[src/core/cfs_consts.vh]
// Constants for the converter function status block
`ifndef CFS_CONSTS_VH
`define CFS_CONSTS_VH
`define CFS_ADDR_GENERAL_STATUS 4'h8
`define CFS_ADDR_FUNC_STATUS 4'hF
`define CFS_RST_GENERAL_STATUS 16'h0004
`define CFS_RST_FUNC_STATUS 16'h0000
`define CFS_BIT_DRV_XX 13
`define CFS_BIT_DRV_YY 14
`define CFS_BIT_DRV_YX 15
`define CFS_FUNC_BITS 9
`define CFS_SCAN_LAST_CODE 4'h1
`endif

[src/core/cfs_driver_decode.v]
// Touch driver pair decoder for the converter function status block
`timescale 1ns/10ps
`default_nettype none
module cfs_driver_decode (
    input wire i_clk,
    input wire i_rst,
    input wire i_clear,
    input wire i_xp_on,
    input wire i_xn_on,
    input wire i_yp_on,
    input wire i_yn_on,
    output reg [2:0] o_pairs
);
    reg [2:0] pairs_next;
    // Pair decode; other combinations give zero
    always @* begin
        pairs_next = 3'h0;
        pairs_next[0] = i_xp_on & i_xn_on;
        pairs_next[1] = i_yp_on & i_yn_on;
        pairs_next[2] = i_yp_on & i_xn_on;
        if (i_clear) begin
            pairs_next = 3'h0;
        end
    end
    // Registered pair flags, zero otherwise
    always @(posedge i_clk) begin
        if (i_rst) begin
            o_pairs <= 3'h0;
        end else begin
            o_pairs <= pairs_next;
        end
    end
endmodule
`default_nettype wire

[src/core/cfs_status.v]
// Converter function status and general status registers
// Behaviour
// - Bit 13 set while both X drivers are on.
// - Bit 14 set while both Y drivers are on.
// - Bit 15 set while Y plus and X minus drivers are on.
// - Any other driver combination leaves driver bits at zero.
// - Driver bits clear on completion, stop, hardware or software reset.
// - Running function sets the bit indexed by its select code.
// - Function bits clear on completion, stop, hardware or software reset.
// - Scan mode keeps bit 0 or 1 set when completing without touch.
// - Scan mode restarts scanning at next pen touch while bit held.
// - General status sits at address 8, resets to 0004h.
`timescale 1ns/10ps
`default_nettype none
`include "cfs_consts.vh"
//////////////////////////////////////////////////////////////////////
// Register layout at the function address
//   15     : Y plus with X minus on, pressure pair
//   14     : both Y drivers on
//   13     : both X drivers on
//   12..9  : reserved, always zero
//   8..0   : one-hot running function
// Codes above 8 set no function bit at all
// General status address
//   Whole word follows the status input one cycle late
//   Reset value held until the first capture after release
// Clearing
//   Stop, software reset and reset clear every flag
//   Completion clears too, except a kept scan bit
//   A start in the same cycle as a clear other than reset still loads its bit
//   Driver bits drop for one cycle on any clear
// Scan mode
//   Completion without a touch keeps bit 0 or 1
//   A touch seen at completion lets the bit clear
//   A later pen touch edge pulses the restart output
//   Touch edge seen two cycles after the pin rises
//   No restart pulse in a cycle that starts, stops or resets
// Host side
//   Read data registered, stands until the next read
//   Unmapped addresses read as zero
//   Writes reach no register at all
// Hazards
//   Pen pin is asynchronous, two flops before any use
//   Driver levels share this clock, no synchroniser
//////////////////////////////////////////////////////////////////////
module cfs_status (
    input wire i_clk,
    input wire i_rst,
    input wire i_sw_reset,
    input wire i_stop,
    input wire i_func_start,
    input wire [3:0] i_function_select_code,
    input wire i_func_done,
    input wire i_scan_mode_select,
    input wire i_pen_touch,
    input wire i_xp_on,
    input wire i_xn_on,
    input wire i_yp_on,
    input wire i_yn_on,
    input wire [15:0] i_general_status_in,
    input wire i_rd_en,
    input wire [3:0] i_rd_addr,
    input wire i_wr_en,
    input wire [15:0] i_wr_data,
    output reg [15:0] o_rd_data,
    output reg o_scan_restart
);
    ////////////////////////////////////////////////////////////////
    reg pen_s1_reg;
    reg pen_s2_reg;
    reg pen_prev_reg;
    reg [8:0] func_reg;
    reg [8:0] func_next;
    reg restart_next;
    reg [15:0] gen_reg;
    wire clear_all;
    wire pen_rise;
    wire [2:0] pairs;
    wire scan_held;
    // Field layout of the function status word
    localparam [3:0] RSVD_ZERO = 4'h0;
    localparam [8:0] SCAN_KEEP_MASK = 9'h003;
    reg [15:0] rd_data_next;
    wire [15:0] func_word;
    wire kept_done;

    // One-hot from select code; codes above 8 map to nothing
    function [8:0] code_onehot;
        input [3:0] code;
        begin
            code_onehot = 9'h000;
            if (code <= 4'h8) begin
                code_onehot = 9'h001 << code;
            end
        end
    endfunction

    assign clear_all = i_rst | i_sw_reset | i_stop;
    assign pen_rise = pen_s2_reg & ~pen_prev_reg;
    assign scan_held = i_scan_mode_select & (func_reg[0] | func_reg[1]);
    // Completion in scan mode with no touch keeps the scan bit
    assign kept_done = i_func_done & i_scan_mode_select & ~i_pen_touch_held(func_reg);
    // Word seen by the host at the function address
    assign func_word = {pairs, RSVD_ZERO, func_reg};

    ////////////////////////////////////////////////////////////////
    // Pen touch pin synchroniser and edge memory
    always @(posedge i_clk) begin
        if (i_rst) begin
            pen_s1_reg <= 1'b0;
            pen_s2_reg <= 1'b0;
            pen_prev_reg <= 1'b0;
        end else begin
            pen_s1_reg <= i_pen_touch;
            pen_s2_reg <= pen_s1_reg;
            pen_prev_reg <= pen_s2_reg;
        end
    end

    cfs_driver_decode u_drv (
        .i_clk(i_clk),
        .i_rst(i_rst),
        .i_clear(i_sw_reset | i_stop | i_func_done),
        .i_xp_on(i_xp_on),
        .i_xn_on(i_xn_on),
        .i_yp_on(i_yp_on),
        .i_yn_on(i_yn_on),
        .o_pairs(pairs)
    );

    ////////////////////////////////////////////////////////////////
    // Function flag next state; clears first, a start overrides
    always @* begin
        func_next = func_reg;
        if (clear_all) begin
            func_next = 9'h000;
        end else if (kept_done) begin
            func_next = func_reg & SCAN_KEEP_MASK;
        end else if (i_func_done) begin
            func_next = 9'h000;
        end
        // Set wins against done, stop and software reset
        if (i_func_start && !i_rst) begin
            func_next = code_onehot(i_function_select_code);
        end
    end

    // Restart pulse while a scan bit is held and the pen lands
    always @* begin
        restart_next = 1'b0;
        if (scan_held && pen_rise && !i_func_start) begin
            restart_next = 1'b1;
        end
        if (clear_all) begin
            restart_next = 1'b0;
        end
    end

    // Scan bits only persist when no touch ended the function
    function i_pen_touch_held;
        input [8:0] flags;
        begin
            i_pen_touch_held = pen_s2_reg | ~(flags[0] | flags[1]);
        end
    endfunction

    ////////////////////////////////////////////////////////////////
    // Flag registers and general status capture
    always @(posedge i_clk) begin
        if (i_rst) begin
            func_reg <= 9'h000;
            o_scan_restart <= 1'b0;
            gen_reg <= `CFS_RST_GENERAL_STATUS;
        end else begin
            func_reg <= func_next;
            o_scan_restart <= restart_next;
            gen_reg <= i_general_status_in;
        end
    end

    ////////////////////////////////////////////////////////////////
    // Read mux; writes have no path into any register
    always @* begin
        case (i_rd_addr)
            `CFS_ADDR_GENERAL_STATUS: begin
                rd_data_next = gen_reg;
            end
            `CFS_ADDR_FUNC_STATUS: begin
                rd_data_next = func_word;
            end
            default: begin
                rd_data_next = 16'h0000;
            end
        endcase
    end

    // Read data register; holds between reads
    always @(posedge i_clk) begin
        if (i_rst) begin
            o_rd_data <= 16'h0000;
        end else if (i_rd_en) begin
            o_rd_data <= rd_data_next;
        end
    end
endmodule
`default_nettype wire

[config.mk]
export PLATFORM = sky130hd
export DESIGN_NAME = cfs_status
export DESIGN_NICKNAME = d
export VERILOG_FILES = /design/src/core/cfs_driver_decode.v /design/src/core/cfs_status.v
export VERILOG_INCLUDE_DIRS = /design/src /design/src/core
export SDC_FILE = /design/constraint.sdc
export NUM_CORES = 1
export LEC_CHECK = 0
export ABC_AREA = 1
export BUFFER_PORTS_ARGS = -buffer_cell sky130_fd_sc_hd__clkbuf_2
export CELL_PAD_IN_SITES_DETAIL_PLACEMENT = 2
export CELL_PAD_IN_SITES_GLOBAL_PLACEMENT = 2
export CORE_MARGIN = 1.5
export CORE_UTILIZATION = 23
export DETAILED_ROUTE_END_ITERATION = 10
export PLACE_DENSITY = 0.75
export REMOVE_ABC_BUFFERS = 1
export SYNTH_ARGS = -nofsm -noshare
export SYNTH_HDL_FRONTEND = slang
export SYNTH_SLANG_ARGS = --single-unit
[constraint.sdc]
create_clock -name i_clk -period 0.8 [get_ports i_clk]
set_input_delay 0.08 -clock i_clk [delete_from_list [all_inputs] [get_ports i_clk]]
set_output_delay 0.08 -clock i_clk [all_outputs]
set_load 0.01 [all_outputs]
==> results by group <==
Critical path
  – CP Class: flip-flop to output port
  – Worst setup EP type: output port
  – Worst path max stage delay: 0.34 ns
  – CP bufs+invs: 1
  – Worst Path Arrival: around 0.75 ns
  – Worst Path Required: around 0.72 ns
  – CP delay by family, top: flip-flops
  – Worst Path Max Fanout: 2
  – Reg2Reg Capture Point: func_reg[0]$_SDFFE_PP0P_
  – Crit path to: o_rd_data[10]
  – CP cell instances: buf_6
  – R2r setup slk: about 0.01 ns
  – Stages on the worst setup path: 1
  – Worst setup path startpoint: o_rd_data[10]$_SDFFE_PP0P_
  – Slowest cell on crit path: dfxtp_2
  – Worst setup SP type: flip-flop
  – Critical R2R Launch: func_reg[1]$_SDFFE_PP0P_
  – Worst Reg-to-Reg Cells: 6

STA
  – Final period utilization: 104.1%
  – Setup violations, final: 17
  – Fin. max-slew vios: 0
  – RSZ-0062 raised after global routing: true
  – TNS Setup: -0.4072 ns
  – Tmin final: between 0.8 and 0.9 ns
  – Worst hold slack: 0.01558 ns
  – Peak Freq: around 1.2 GHz
  – Max-Slew Margin vs Limit: 80.84%
  – Fin. Hold Viols: 0
  – Worst-margin pin slew: about 0.29 ns
  – Final setup skew: around 0.0021 ns
  – Crit path setup slack, layout: -0.03275 ns

Logic synthesis
  – Syn Area/Cell: 7.362 um^2
  – Largest family of logic cells by synthesized area: simple AND/OR/NAND/NOR gates
  – Cell accounting for the most synthesized area: dfxtp_1
  – Synth unique cells: 21
  – Mux share of post-synthesis cell area: 0%
  – Synth Instances: 258
  – Simple-Gate Fraction of Synth Area: 34.39%
  – Area share of the largest cell type after synthesis: 50.59%
  – Adder-Cell Fraction of Synth Area: 0%
  – Synthesized area: 1899 um^2
  – Number of synthesized register bits: 48
  – Seq/Total Area, Yosys: just over 50%
  – Synth Warn #: 0
  – Synth top area cells: dfxtp_1 (51%), nand3_1 (11%), nor2_1 (10%)
  – Fraction of the mapped netlist area in compound gates: 2.635%
  – Post-Synth XOR/XNOR Area: 0%

Placed design
  – IO buf count: 53
  – HPWL Detailed: 3.940 mm
  – RD Place Congestion: ~0.79
  – Dpl cells: 414

Floorplan
  – Core Rows: 32
  – Core ar.: 7848 um^2
  – Die Ht: 93.88 um
  – Die Wd: 93.88 um
  – Io pins: 71
  – Starting Density: 24.20%
  – Die area: about 9000 um^2

Route
  – Drt via density: 4.264
  – Final ANT Viol Nets: 0
  – Wire per inst: ~13 um
  – Drt pass-1 iters: 4
  – DRC: 0
  – Initial DRC count: 46
  – Total number of vias: 1893
  – WL final: between 5 and 6 mm

Power
  – Final Power: 4799 uW
  – Switching share of power: 24.61%
  – Sequential Power Share: 52.9%
  – Pwr Density: 1678 nW/um^2
  – P_sw: 1181 uW
  – Max VDD drop: 0.7093 mV
  – Comb power frac: 14.6%
  – Leak: 0.001440 uW
  – Pint: 3618 uW
  – Clock power share: 32.5%

Global route
  – Total GRT Usage: 14.15%
  – Initial antenna violation count: 0
  – Largest net degree at the start of global routing: 23
  – First-pass GRT wire length: 9.577 mm
  – Grt total ovfl: 0
  – Number of global-route vias before repair: 2063

CTS
  – Clock Sink Count: 48
  – CTS tree: built
  – Root Buffer: clkbuf_8
  – Worst-path clk slew: around 0.080 ns
  – # H-tree levels: 2
  – Worst-Skew Late Latency: approximately 0.30 ns
  – Clock Tree Buf Depth: 2
  – Total CTS buffers: 5

Outcome
  – Failing checks: setup timing
  – Status: complete, but fails checks

Final layout
  – Antenna diodes: 0
  – Final Net Count: between 300 and 400
  – Fraction of layout cells with a size suffix above 1: roughly 35%
  – Area Overhead vs Synth: 50.59%
  – Post-Layout Cell Count: around 440

Flow run
  – Max-cap violations: 0

Worst hold path
  – Hold path startpoint: i_scan_mode_select
  – Worst hold path class: input pin to flip-flop
## synthesized netlist by cell type
cell / instances
a21oi_1: 4
buf_2: 3
buf_4: 1
buf_6: 3
clkbuf_1: 2
clkbuf_8: 1
dfxtp_1: 48
inv_1: 39
inv_2: 3
nand2_1: 40
nand2_2: 2
nand3_1: 43
nand3_2: 2
nand4_1: 3
nor2_1: 52
nor2_2: 3
nor2_4: 1
nor3_1: 1
o21ai_0: 4
o21ai_1: 2
or2_2: 1
## power groups by stage
stage	Combinational (uW)	Sequential [uW]	Clock (uW)
2_1_floorplan	205	2590	0
3_3_place_gp	532	2580	0
3_5_place_dp	557	2580	0
4_1_cts	640	2530	1600
5_1_grt	781	2550	1730
6_report	700	2540	1560
## kinds of logic (layout without fill, tap and decap cells)
logic type	Yosys count	after routing
AOI/OAI and AO/OA	10	10
buffers and inverters	52	136
DFF	48	48
and+or+nand+nor	148	148
## placed cells by master (no fill, tap or decap), drive strengths merged
cell and instances:
nand3 45, o21ai 6, a21oi 4, nor3 1
nor2 56, inv 42, dlygate4sd3 21, nand2 42
buf 30, nand4 3, dfxtp 48, or2 1
clkbuf 43
## metal layers
layer,track usage (%),part of all wire [%]
met5,0,0
met4,2.985,0.84
met3,4.450,5.3
met2,24.88,50
met1,16.82,44
## stage by stage
| step | setup slack (ns) | utilization, % | area [um^2] |
|---|---|---|---|
| 2_1_floorplan | -0.02167 | - | 1822 |
| 3_3_place_gp | -0.06732 | 29.91 | 2347 |
| 3_5_place_dp | -0.09338 | 29.91 | 2347 |
| 4_1_cts | -0.06171 | 34.07 | 2674 |
| 5_1_grt | -0.07378 | 36.45 | 2860 |
| 6_report | -0.03275 | 36.45 | 2860 |
## how the worst min path moves through the flow
stage / endpoint / cells after the start / slack (ns)
after floorplan: gen_reg[0]$_SDFF_PP0_ / 1 / 0.15
after global placement: gen_reg[2]$_SDFF_PP1_ / 2 / 0.27
after CTS: gen_reg[7]$_SDFF_PP0_ / 3 / 0.002
after detailed placement: gen_reg[2]$_SDFF_PP1_ / 2 / 0.27
final: o_scan_restart$_SDFF_PP0_ / 3 / 0.02
after global routing: u_drv.o_pairs[2]$_SDFF_PP0_ / 3 / 0.01
## layout make-up
| type | count | area (um^2) |
|---|---|---|
| timing repair buffer | 87 | 730.7 |
| sequential | 48 | 984.7 |
| inverter | 42 | 157.7 |
| tap | 102 | 127.6 |
| multi-input combinational | 158 | 763.2 |
| clock buffer | 7 | 96.34 |
| fill | 938 | 4987 |
## timing repair
action	4_1_cts	5_1_grt
buffers inserted	1	1
endpoints found under the setup margin	19	22
pin swaps	0	6
hold endpoints to repair	19	1
hold buffers	20	1
resized for setup	19	55
Power figures use the tool's default switching activity.
